==> config.mk <==
export PLATFORM = sky130hd
export DESIGN_NAME = dtcl_core
export DESIGN_NICKNAME = d
export VERILOG_FILES = /design/src/core/dtcl_pkg.sv /design/src/core/dtcl_core.sv /design/src/core/dtcl_sync.sv /design/src/core/dtcl_supply_sampler.sv
export VERILOG_INCLUDE_DIRS = /design/src /design/src/core
export SDC_FILE = /design/constraint.sdc
export NUM_CORES = 1
export LEC_CHECK = 0
export ABC_AREA = 1
export BUFFER_PORTS_ARGS = -buffer_cell sky130_fd_sc_hd__buf_4
export CAP_MARGIN = 25
export CORE_AREA = 2 2 134 136
export DETAILED_ROUTE_END_ITERATION = 8
export DIE_AREA = 0 0 136 138
export REMOVE_ABC_BUFFERS = 1
export SETUP_SLACK_MARGIN = 0.02
export SLEW_MARGIN = 20
export SYNTH_ARGS = -nofsm -noshare
export SYNTH_HDL_FRONTEND = slang
export SYNTH_HIERARCHICAL = 1
export SYNTH_SLANG_ARGS = --single-unit
==> constraint.sdc <==
create_clock -name clk -period 2.8 [get_ports clk]
set_input_delay 0.14 -clock clk [delete_from_list [all_inputs] [get_ports clk]]
set_output_delay 0.14 -clock clk [all_outputs]
set_load 0.01 [all_outputs]
==> src/core/dtcl_map.svh <==
// offsets, field positions, command codes and timing counts of the display timer block
`ifndef DTCL_MAP_SVH
`define DTCL_MAP_SVH

// address layout 2EnXX: block prefix in bits 19:12, chip nibble n in 11:8
`define DTCL_BLOCK_PREFIX 8'h2e
`define DTCL_TIMER_FIRST 8'hf8
`define DTCL_TIMER_LAST 8'hfd
`define DTCL_CTRL_OFFSET 8'hff
`define DTCL_ADDR_NIBBLES 3'h5

// control nibble fields
`define DTCL_BIT_DISPLAY_ON 0
`define DTCL_BIT_BLINK 1
`define DTCL_BIT_LOW_SUPPLY 2
`define DTCL_BIT_VERY_LOW 3
`define DTCL_BIT_TIMER_EN 3

// timer
`define DTCL_TIMER_MSB 23
`define DTCL_TIMER_RESET 24'h000000
`define DTCL_BLINK_BIT 8

// bus command codes, sent with command_data_line low
`define DTCL_CMD_READ 4'h2
`define DTCL_CMD_WRITE 4'h4
`define DTCL_CMD_LOAD_ADDR 4'h6
`define DTCL_CMD_POLL 4'ha
`define DTCL_CMD_SHUTDOWN 4'he

// timing: 25 MHz core clock, 32768 Hz crystal, 512 Hz timer clock
`define DTCL_CLK_MHZ 25
`define DTCL_SAMPLE_US 100
`define DTCL_SAMPLE_CYCLES (`DTCL_SAMPLE_US * `DTCL_CLK_MHZ)
`define DTCL_OSC_HALF_LAST 5'h1f

`endif

==> src/core/dtcl_pkg.sv <==
// types shared by the display timer block
package dtcl_pkg;
    typedef enum logic [2:0] {
        dtcl_idle,
        dtcl_load_addr,
        dtcl_read,
        dtcl_write,
        dtcl_poll
    } dtcl_mode_t;
endpackage

==> src/core/dtcl_core.sv <==
// display timer, control nibble and low supply logic on the nibble system bus
`timescale 1ns/10ps
`include "dtcl_map.svh"
module dtcl_core (
    input wire logic clk,
    input wire logic reset,
    input wire logic [3:0] bus_in,
    output logic [3:0] bus_out,
    output logic [3:0] bus_oe,
    input wire logic bus_strobe_low,
    input wire logic command_data_line_in,
    output logic command_data_line_out,
    output logic command_data_line_oe,
    input wire logic config_strap_low,
    input wire logic config_strap_high,
    input wire logic osc_in,
    input wire logic timer_clk_in,
    output logic timer_clk_out,
    output logic timer_clk_oe,
    output logic display_on_line_n,
    output logic display_on_line_oe,
    input wire logic low_supply_cmp,
    input wire logic very_low_supply_cmp
);
    import dtcl_pkg::*;

    logic [3:0] bus_q;
    logic stb_q, cd_q, osc_q, tclk_in_q, strap_lo_q, strap_hi_q, low_q, vlow_q;
    logic stb_prev_r, osc_prev_r, tick_prev_r;
    logic stb_fall, stb_rise, cmd_fall, data_fall, osc_rise, tick_src, tick;
    logic is_master, sel, is_timer, is_ctrl, srq;
    logic [3:0] chip_n, rd_nib;
    dtcl_mode_t mode_r;
    logic [19:0] addr_r;
    logic [2:0] load_cnt_r;
    logic [23:0] timer_r;
    logic display_on_r, blink_r, timer_en_r;
    logic sample_start_r, shutdown_r, woken_r;
    logic [4:0] div_cnt_r;
    logic low_flag, very_low_flag, sample_busy;

    // every pin from outside passes the three-stage synchroniser
    dtcl_sync #(.W(12)) u_sync (
        .clk(clk),
        .reset(reset),
        .d({bus_in, bus_strobe_low, command_data_line_in, osc_in, timer_clk_in,
            config_strap_low, config_strap_high, low_supply_cmp, very_low_supply_cmp}),
        .q({bus_q, stb_q, cd_q, osc_q, tclk_in_q, strap_lo_q, strap_hi_q, low_q, vlow_q})
    );

    dtcl_supply_sampler u_sampler (
        .clk(clk),
        .reset(reset),
        .start(sample_start_r),
        .low_cmp(low_q),
        .very_low_cmp(vlow_q),
        .low_flag(low_flag),
        .very_low_flag(very_low_flag),
        .busy(sample_busy)
    );

    // edge history of synchronised levels
    always_ff @(posedge clk or posedge reset) begin
        if (reset) begin
            stb_prev_r <= 1'b0; // matches the synchroniser's reset level, so no false fall
            osc_prev_r <= 1'b0;
            tick_prev_r <= 1'b0;
        end else begin
            stb_prev_r <= stb_q;
            osc_prev_r <= osc_q;
            tick_prev_r <= tick_src;
        end
    end

    // strobe and crystal edges; command strobes have command_data_line low
    assign stb_fall = stb_prev_r & ~stb_q;
    assign stb_rise = ~stb_prev_r & stb_q;
    assign cmd_fall = stb_fall & ~cd_q;
    assign data_fall = stb_fall & cd_q;
    assign osc_rise = osc_q & ~osc_prev_r;

    // chip role and block decode
    assign is_master = strap_lo_q & strap_hi_q;
    assign chip_n = {2'b00, strap_hi_q, strap_lo_q};
    assign sel = (addr_r[19:12] == `DTCL_BLOCK_PREFIX) && (addr_r[11:8] == chip_n);
    assign is_timer = sel && addr_r[7:0] >= `DTCL_TIMER_FIRST && addr_r[7:0] <= `DTCL_TIMER_LAST;
    assign is_ctrl = sel && addr_r[7:0] == `DTCL_CTRL_OFFSET;
    assign srq = timer_r[`DTCL_TIMER_MSB] & timer_en_r;

    // read mux; slaves blank the supply flags since their comparators mean nothing
    always_comb begin
        rd_nib = 4'h0;
        if (is_ctrl) begin
            rd_nib[`DTCL_BIT_DISPLAY_ON] = display_on_r;
            rd_nib[`DTCL_BIT_BLINK] = blink_r;
            rd_nib[`DTCL_BIT_LOW_SUPPLY] = low_flag & is_master;
            rd_nib[`DTCL_BIT_VERY_LOW] = very_low_flag & is_master;
        end else if (is_timer) begin
            rd_nib = timer_r[addr_r[2:0]*4 +: 4];
        end
    end

    // command decode and address sequencing
    always_ff @(posedge clk or posedge reset) begin
        if (reset) begin
            mode_r <= dtcl_idle;
            addr_r <= 20'h00000;
            load_cnt_r <= 3'h0;
        end else if (cmd_fall) begin
            load_cnt_r <= 3'h0;
            case (bus_q)
                `DTCL_CMD_READ: mode_r <= dtcl_read;
                `DTCL_CMD_WRITE: mode_r <= dtcl_write;
                `DTCL_CMD_LOAD_ADDR: mode_r <= dtcl_load_addr;
                `DTCL_CMD_POLL: mode_r <= dtcl_poll;
                default: mode_r <= dtcl_idle;
            endcase
        end else if (data_fall) begin
            case (mode_r)
                dtcl_load_addr: begin
                    addr_r[load_cnt_r*4 +: 4] <= bus_q;
                    load_cnt_r <= 3'(load_cnt_r + 3'h1);
                    if (load_cnt_r == 3'(`DTCL_ADDR_NIBBLES - 3'h1)) begin
                        mode_r <= dtcl_idle;
                    end
                end
                dtcl_read, dtcl_write: addr_r <= 20'(addr_r + 20'h00001);
                dtcl_poll: mode_r <= dtcl_idle;
                default: mode_r <= dtcl_idle;
            endcase
        end
    end

    // bus drive: held from the strobe's fall until it rises again
    always_ff @(posedge clk or posedge reset) begin
        if (reset) begin
            bus_out <= 4'h0;
            bus_oe <= 4'h0;
        end else if (data_fall && mode_r == dtcl_read && (is_timer || is_ctrl)) begin
            bus_out <= rd_nib;
            bus_oe <= 4'hf;
        end else if (data_fall && mode_r == dtcl_poll && srq) begin
            bus_out <= 4'h0;
            bus_oe <= 4'h1;
        end else if (stb_rise) begin
            bus_oe <= 4'h0;
        end
    end

    // control nibble writes; bit 2 has no write meaning
    always_ff @(posedge clk or posedge reset) begin
        if (reset) begin
            display_on_r <= 1'b0;
            blink_r <= 1'b0;
            timer_en_r <= 1'b0;
        end else if (data_fall && mode_r == dtcl_write && is_ctrl) begin
            display_on_r <= bus_q[`DTCL_BIT_DISPLAY_ON];
            blink_r <= bus_q[`DTCL_BIT_BLINK];
            timer_en_r <= bus_q[`DTCL_BIT_TIMER_EN];
        end
    end

    // each control read kicks the supply sampler
    always_ff @(posedge clk or posedge reset) begin
        if (reset) begin
            sample_start_r <= 1'b0;
        end else begin
            sample_start_r <= data_fall && mode_r == dtcl_read && is_ctrl;
        end
    end

    // crystal divider: 32 crystal edges per half period gives 512 Hz
    always_ff @(posedge clk or posedge reset) begin
        if (reset) begin
            div_cnt_r <= 5'h00;
            timer_clk_out <= 1'b0;
            timer_clk_oe <= 1'b0;
        end else begin
            timer_clk_oe <= is_master;
            if (osc_rise) begin
                div_cnt_r <= 5'(div_cnt_r + 5'h01);
                if (div_cnt_r == `DTCL_OSC_HALF_LAST) begin
                    timer_clk_out <= ~timer_clk_out;
                end
            end
        end
    end

    // master counts on its own divider, slaves on the synchronised input clock
    assign tick_src = is_master ? timer_clk_out : tclk_in_q;
    assign tick = tick_src & ~tick_prev_r;

    // timer: a bus write wins over a coinciding tick, which is then lost
    always_ff @(posedge clk or posedge reset) begin
        if (reset) begin
            timer_r <= `DTCL_TIMER_RESET;
        end else if (data_fall && mode_r == dtcl_write && is_timer) begin
            timer_r[addr_r[2:0]*4 +: 4] <= bus_q;
        end else if (tick) begin
            timer_r <= 24'(timer_r - 24'h000001);
        end
    end

    // shutdown lasts until the next strobe from the woken cpu
    always_ff @(posedge clk or posedge reset) begin
        if (reset) begin
            shutdown_r <= 1'b0;
        end else if (cmd_fall && bus_q == `DTCL_CMD_SHUTDOWN) begin
            shutdown_r <= 1'b1;
        end else if (stb_fall) begin
            shutdown_r <= 1'b0;
        end
    end

    // wake pull; woken_r re-arms only once the request condition has dropped
    always_ff @(posedge clk or posedge reset) begin
        if (reset) begin
            command_data_line_oe <= 1'b0;
            command_data_line_out <= 1'b0;
            woken_r <= 1'b0;
        end else begin
            command_data_line_out <= 1'b0;
            command_data_line_oe <= shutdown_r && !stb_fall &&
                (command_data_line_oe || (srq && !woken_r));
            woken_r <= srq && (woken_r || command_data_line_oe);
        end
    end

    // display on pin, active low, with blink gated by timer bit 8 (about 1 Hz)
    always_ff @(posedge clk or posedge reset) begin
        if (reset) begin
            display_on_line_n <= 1'b1;
            display_on_line_oe <= 1'b0;
        end else begin
            display_on_line_oe <= is_master;
            display_on_line_n <= ~(display_on_r &&
                (!blink_r || timer_r[`DTCL_BLINK_BIT]));
        end
    end
endmodule

==> src/core/dtcl_sync.sv <==
// three-stage pin synchroniser; output moves once stages two and three agree
`timescale 1ns/10ps
module dtcl_sync #(
    parameter int W = 1
) (
    input wire logic clk,
    input wire logic reset,
    input wire logic [W-1:0] d,
    output logic [W-1:0] q
);
    import dtcl_pkg::*;

    genvar i;
    generate
        for (i = 0; i < W; i++) begin : g_bit
            logic s1, s2, s3;
            // stage one feeds only stage two, keeping metastability away from logic
            always_ff @(posedge clk or posedge reset) begin
                if (reset) begin
                    s1 <= 1'b0;
                    s2 <= 1'b0;
                    s3 <= 1'b0;
                    q[i] <= 1'b0;
                end else begin
                    s1 <= d[i];
                    s2 <= s1;
                    s3 <= s2;
                    if (s2 == s3) begin
                        q[i] <= s3;
                    end
                end
            end
        end
    endgenerate
endmodule

==> src/core/dtcl_supply_sampler.sv <==
// supply level sampler: one sample window per start, flags updated at its end
`timescale 1ns/10ps
`include "dtcl_map.svh"
module dtcl_supply_sampler (
    input wire logic clk,
    input wire logic reset,
    input wire logic start,
    input wire logic low_cmp,
    input wire logic very_low_cmp,
    output logic low_flag,
    output logic very_low_flag,
    output logic busy
);
    import dtcl_pkg::*;

    localparam logic [11:0] LAST = 12'(`DTCL_SAMPLE_CYCLES - 1);
    logic [11:0] cnt_r;

    // a start during a window abandons it and begins afresh
    always_ff @(posedge clk or posedge reset) begin
        if (reset) begin
            cnt_r <= 12'h000;
            busy <= 1'b0;
        end else if (start) begin
            cnt_r <= 12'h000;
            busy <= 1'b1;
        end else if (busy) begin
            cnt_r <= 12'(cnt_r + 12'h001);
            if (cnt_r == LAST) begin
                busy <= 1'b0;
            end
        end
    end

    // flags only change when a full window has run
    always_ff @(posedge clk or posedge reset) begin
        if (reset) begin
            low_flag <= 1'b0;
            very_low_flag <= 1'b0;
        end else if (busy && !start && cnt_r == LAST) begin
            low_flag <= low_cmp;
            very_low_flag <= very_low_cmp;
        end
    end
endmodule

==> results of run 1 <==
[cells by family (layout without fill, tap and decap cells)]
logic type / after synthesis / in the layout / synth area share, %
compound gates: 96 / 96 / 6.47
xor+xnor: 15 / 15 / 1.65
fa+ha+maj: 16 / 16 / 2.51
buf+inv: 163 / 226 / 8.26
flops: 137 / 137 / 43.0
other cells: 1 / 1 / 0.0471
simple gates: 687 / 687 / 38.0
[report_power, final]
part	internal [mW]	switching, mW
Combinational	0.783	1.54
Clock	1.38	0.980
Sequential	2.27	0.387
[synth_stat cells, drive strengths merged]
cell / number
nand3: 119
clkinv: 1
dfstp: 1
xor2: 8
or2: 2
buf: 15
a21oi: 29
a31oi: 4
inv: 136
clkbuf: 11
ha: 16
nand2: 357
conb: 1
a22o: 1
nand3b: 3
nor3: 18
xnor2: 7
dfrtp: 136
o221ai: 1
o21ai: 52
o21bai: 1
o211ai: 8
nand4: 46
nor2: 142
[state kept, by name (all words and copies together) (netlist names), 4 cells and up]
name and count:
u_sync/g_bit.s2 12, addr_r 20, u_sync/q 12, bus_out 4
u_sync/g_bit.s1 12, div_cnt_r 5, u_sync/g_bit.s3 12, u_sampler/cnt_r 12
timer_r 24
[final timing paths]
| check | depth (start not counted) | slack, ns | startpoint | endpoint |
|---|---|---|---|---|
| worst max-delay path | 10 | 0.38 | load_cnt_r[0] | addr_r[19] |
| worst min-delay path | 3 | 0.20 | reset | div_cnt_r[4] |
| worst max register to register | 10 | 0.38 | load_cnt_r[0] | addr_r[19] |
| worst min register to register | 0 | 0.35 | u_sync/g_bit[10].s1 | u_sync/g_bit[10].s2 |
| max in group asynchronous | 4 | 1.79 | reset | u_sync/g_bit[6].s3 |
| min in group clk | 0 | 0.35 | u_sync/g_bit[10].s1 | u_sync/g_bit[10].s2 |
[worst max-delay path, cell delays in order (launching register included)]
cell and delay (ns):
dfrtp_1 0.43, inv_2 0.11, ha_1 0.26, ha_1 0.31, inv_1 0.06, nor2_1 0.12, nand4_1 0.22, o21ai_1 0.41
inv_1 0.15, nor2_1 0.14, a21oi_1 0.08
[timing repair]
item,in CTS,in global routing
gates resized for setup,0,0
hold endpoints to repair,100,0
hold buffers,13,0
[through the flow]
stage	setup TNS (ns)	cells	util, %	power (mW)	hold WS, ns
CTS	0	1406	52.5	7.35	0.342
detailed placement	0	1361	48.2	4.95	0.245
floorplan	-12.37	1089	-	4.28	0.0415
finish	0	1407	52.6	7.34	0.197
global route	0	1407	52.6	7.85	0.220
global placement	0	1361	48.2	4.95	0.247
[cell type report]
cell class / instances / share of cell area (%)
clock buffers: 18 / 4.76
clock inverters: 14 / 1.95
inverters: 137 / 5.59
multi-input cells: 815 / 42.2
flip-flops and latches: 137 / 37.2
well taps: 229 / 3.11
repair buffers: 57 / 5.26
[layout by cell type, fill, tap and decap left out, types with 2 or more instances in the layout]
cell             n
nor3_1          14
a21oi_1         29
dlygate4sd3_1   13
nor3_2           3
clkinvlp_4       2
o211ai_1         8
nand3_1        114
xor2_1           8
inv_8            4
a31oi_1          4
inv_2            9
buf_4           42
xnor2_1          7
o21ai_0         44
inv_1          126
nor2_2           7
ha_1            16
bufinv_16        2
o21ai_1          8
clkbuf_16       17
inv_6            4
nand2_2          8
nand3_4          5
nor2_1         131
nand4_1         46
buf_12           2
nand2_1        349
nand3b_1         3
dfrtp_1        136
nor2_4           4
[layer usage]
layer	routed length, µm	share of wire [%]	GRT usage, %	vias to the layer above
met3	907	4.5	3.41	36
met5	0	0	0	-
met1	9880	49	33.6	3283
met2	8830	44	34.9	196
li1	-	-	-	3681
met4	414	2.1	7.18	0
==> impl_metrics.csv, run 1 <==
group,metric,value,unit
timing,max_clock_freq,413,MHz
detailed_routing,drtIter0Drc,506,
floorplan,die_y,138,µm
power_and_ir_drop,p_leak,4.58,nW
finish,area_delta_synth_final,15.7,%
clocking,clk_pin_slew,0.07,ns
logic_synthesis,ys_warn_count,6,
floorplan,die_x,136,µm
clocking,cts_root_buffer,"clkbuf_16",
clocking,htreeDepth,4,
status,status,"finished, final reports clean",
critical_path,cp_max_fo,9,
timing,min_period_over_period,86.5,%
finish,design_area,9230,µm²
global_route,track_usage,22.9,%
finish,multi_input_area,3890,µm²
critical_path,critical_path_arrival,2.74,ns
clocking,clockBufferDepth,2,
timing,maxSlewHeadroom,61.5,%
finish,drive_above_1_share,9.85,%
floorplan,start_util,45.5,%
power_and_ir_drop,peakVddDrop,0.472,mV
floorplan,core,17500,µm²
critical_path,cp-start-kind,"flop",
flow_run,maxCapViolCount,0,
floorplan,rows,49,
global_route,grt_overflow_total,0,
critical_path,path_class,"flop to flop",
timing,final.setup.worst_slack,0.379,ns
detailed_routing,drcViolationCount,0,
placement,gp_congestion,0.919,
finish,antennaDiodeCount,0,
critical_path,endpoint_kind,"flop",
logic_synthesis,yosysSeqAreaShare,43.0,%
detailed_routing,antenna_left,0,
critical_path,crit_required,3.12,ns
clocking,cts_setup_buffers,0,
logic_synthesis,synth_top_cell_area_share,42.7,%
clocking,cts_tree,"built",
hold_path,hold_class,"primary input to asynchronous set/reset pin",
power_and_ir_drop,powerDensity,795,nW/µm²
timing,layout_min_cycle_time,2.42,ns
timing,worstMarginPinSlew,0.577,ns
logic_synthesis,synth_area_leaders,"dfrtp_1 43%, nand2_1 16%, nand3_1 7.2%, nor2_1 6.2%, inv_1 6.0%",
global_route,grt_pass1_wl,34100,µm
placement,io_buffer_count,26,
detailed_routing,routed_wl,20000,µm
clocking,clkSinkCount,137,
detailed_routing,viasPerCell,5.11,
finish,num-nets-final,1195,
global_route,antenna_found_initial,0,
timing,hold_viol_final,0,
detailed_routing,drt-pass1-iter-count,5,
placement,dpl-instance-area,8460,µm²
detailed_routing,routed-via-count,7196,
timing,slew_violations,0,
logic_synthesis,syn_area_per_cell,7.15,µm²
placement,place_hpwl,14800,µm
global_route,grt_max_degree,51,
logic_synthesis,synth_area,7970,µm²
timing,finalSetupViolations,0,
finish,regArea,3430,µm²
logic_synthesis,synth-seq-cells,137,
logic_synthesis,synthDistinctLibCells,34,
timing,rsz0062_at_grt,"false",
timing,finClkSkew,0.00828,ns
clocking,clk_latency,0.43,ns
placement,place_ws,0.419,ns
detailed_routing,wl_per_cell,14.2,µm
finish,num-fill-cells,1765,
logic_synthesis,synthCells,1115,
logic_synthesis,synth_top_area_cell,"dfrtp_1",
global_route,grt_pass1_vias,6780,
floorplan,die-area,18800,µm²
floorplan,io_pins,28,
clocking,cts_buffers,17,
(Power assumes the default switching activity.)
==> inputs of run 2 (changes only) <==
- HOLD_SLACK_MARGIN: default -> 0.05
- MAX_ROUTING_LAYER: default -> met4
==> impl_metrics.csv, run 2 (same netlist as run 1, synthesis figures left out) <==
group,metric,value,unit
timing,hold_viol_final,0,
global_route,grt_overflow_total,0,
clocking,cts_buffers,17,
critical_path,cp-start-kind,"flop",
critical_path,endpoint_kind,"flop",
clocking,cts_hold_buf,13,
timing,maxSlewHeadroom,60.2,%
finish,layout_commonest_cell,"nand2_1",
detailed_routing,drt-pass1-iter-count,5,
global_route,grt_pass1_wl,33700,µm
global_route,grt_max_degree,51,
clocking,cts_root_buffer,"clkbuf_16",
finish,area_delta_synth_final,15.9,%
timing,finalSetupViolations,0,
global_route,antenna_found_initial,0,
clocking,cts_tree,"built",
global_route,grt_use_met1,33.3,%
floorplan,io_pins,28,
critical_path,worstReg2RegStart,"load_cnt_r[0]",
timing,slew_violations,0,
floorplan,start_util,45.5,%
placement,io_buffer_count,26,
finish,design_area,9240,µm²
global_route,grtUsageMet2,34.9,%
critical_path,crit_required,3.12,ns
timing,min_period_over_period,88.8,%
clocking,cts_setup_buffers,0,
placement,gp_congestion,0.948,
timing,worstMarginPinSlew,0.596,ns
power_and_ir_drop,powerDensity,796,nW/µm²
timing,max_clock_freq,402,MHz
placement,place_ws,0.341,ns
critical_path,cp_max_fo,9,
clocking,htreeDepth,4,
clocking,clk_pin_slew,0.07,ns
timing,finClkSkew,0.0181,ns
floorplan,die_y,138,µm
detailed_routing,antenna_left,0,
timing,layout_min_cycle_time,2.49,ns
detailed_routing,viasPerCell,5.10,
timing,final.setup.worst_slack,0.313,ns
power_and_ir_drop,peakVddDrop,0.484,mV
status,status,"finished, final reports clean",
finish,top_register,"timer_r",
finish,largest_reg_flops,24,
global_route,busiest_layer,"met2",
finish,final_cell_mix,"349 x nand2_1, 136 x dfrtp_1, 131 x nor2_1, 126 x inv_1, 114 x nand3_1",
global_route,met3_usage,4.00,%
clocking,clkSinkCount,137,
global_route,track_usage,23.5,%
floorplan,rows,49,
detailed_routing,drtIter0Drc,499,
clocking,clk_latency,0.44,ns
finish,reg_top3,"timer_r x24, addr_r x20",
critical_path,critical_path_arrival,2.81,ns
finish,num-nets-final,1196,
power_and_ir_drop,p_leak,4.59,nW
detailed_routing,routed_wl,20200,µm
critical_path,startpoint,"load_cnt_r[0]",
placement,dpl-instance-area,8460,µm²
detailed_routing,routed-via-count,7176,
timing,rsz0062_at_grt,"false",
timing,tns,0,ns
critical_path,path_class,"flop to flop",
global_route,grt_pass1_vias,6732,
finish,antennaDiodeCount,0,
detailed_routing,wl_per_cell,14.3,µm
hold_path,hold_class,"primary input to asynchronous set/reset pin",
finish,drive_above_1_share,9.92,%
finish,final_util,52.7,%
floorplan,die_x,136,µm
clocking,cts_resized,0,
floorplan,die-area,18800,µm²
floorplan,core,17500,µm²
placement,place_hpwl,14800,µm
detailed_routing,drcViolationCount,0,
clocking,clockBufferDepth,2,
flow_run,maxCapViolCount,0,
## run 2: layout make-up
class / count / area, µm²
fill: 1766 / 8300
multi-input combinational: 815 / 3890
sequential: 137 / 3430
inverter: 137 / 515
timing repair buffer: 58 / 493
clock buffer: 17 / 425
tap: 229 / 287
clock inverter: 15 / 198
## run 2: final timing paths
check,to,slack [ns],cells after the start
max in group asynchronous,addr_r[2],1.73,5
hold / removal,u_sync/g_bit[4].s3,0.26,3
min in group clk,u_sync/g_bit[1].s2,0.35,0
setup reg to reg,addr_r[18],0.31,10
hold reg to reg,u_sync/g_bit[1].s2,0.35,0
setup / recovery,addr_r[18],0.31,10
## run 2: where the power goes
group          switching, mW  internal, mW  total (mW)
Clock                   1.01          1.37        2.38
Sequential             0.392          2.27        2.66
Combinational           1.53         0.784        2.31
Total                   2.93          4.42        7.35
## run 2: stage by stage
step | std cells | power (mW) | hold slack (ns)
finish | 1408 | 7.35 | 0.264
global route | 1408 | 7.87 | 0.287
CTS | 1407 | 7.38 | 0.258
detailed placement | 1362 | 4.95 | 0.164
global placement | 1362 | 4.95 | 0.166
floorplan | 1089 | 4.28 | 0.0415
## run 2: worst max-delay path: stages (launching register included)
cell     delay [ns]
dfrtp_1        0.44
inv_2          0.12
ha_1           0.27
ha_1           0.30
inv_1          0.07
nor2_1         0.12
nand4_1        0.23
o21ai_1        0.45
inv_1          0.17
nor2_1         0.13
a21oi_1        0.08
## run 2: routing by layer
metal,vias up,part of all wire (%)
met5,-,0
met4,0,1.7
met3,29,4.7
met2,182,45
met1,3273,49
li1,3692,-
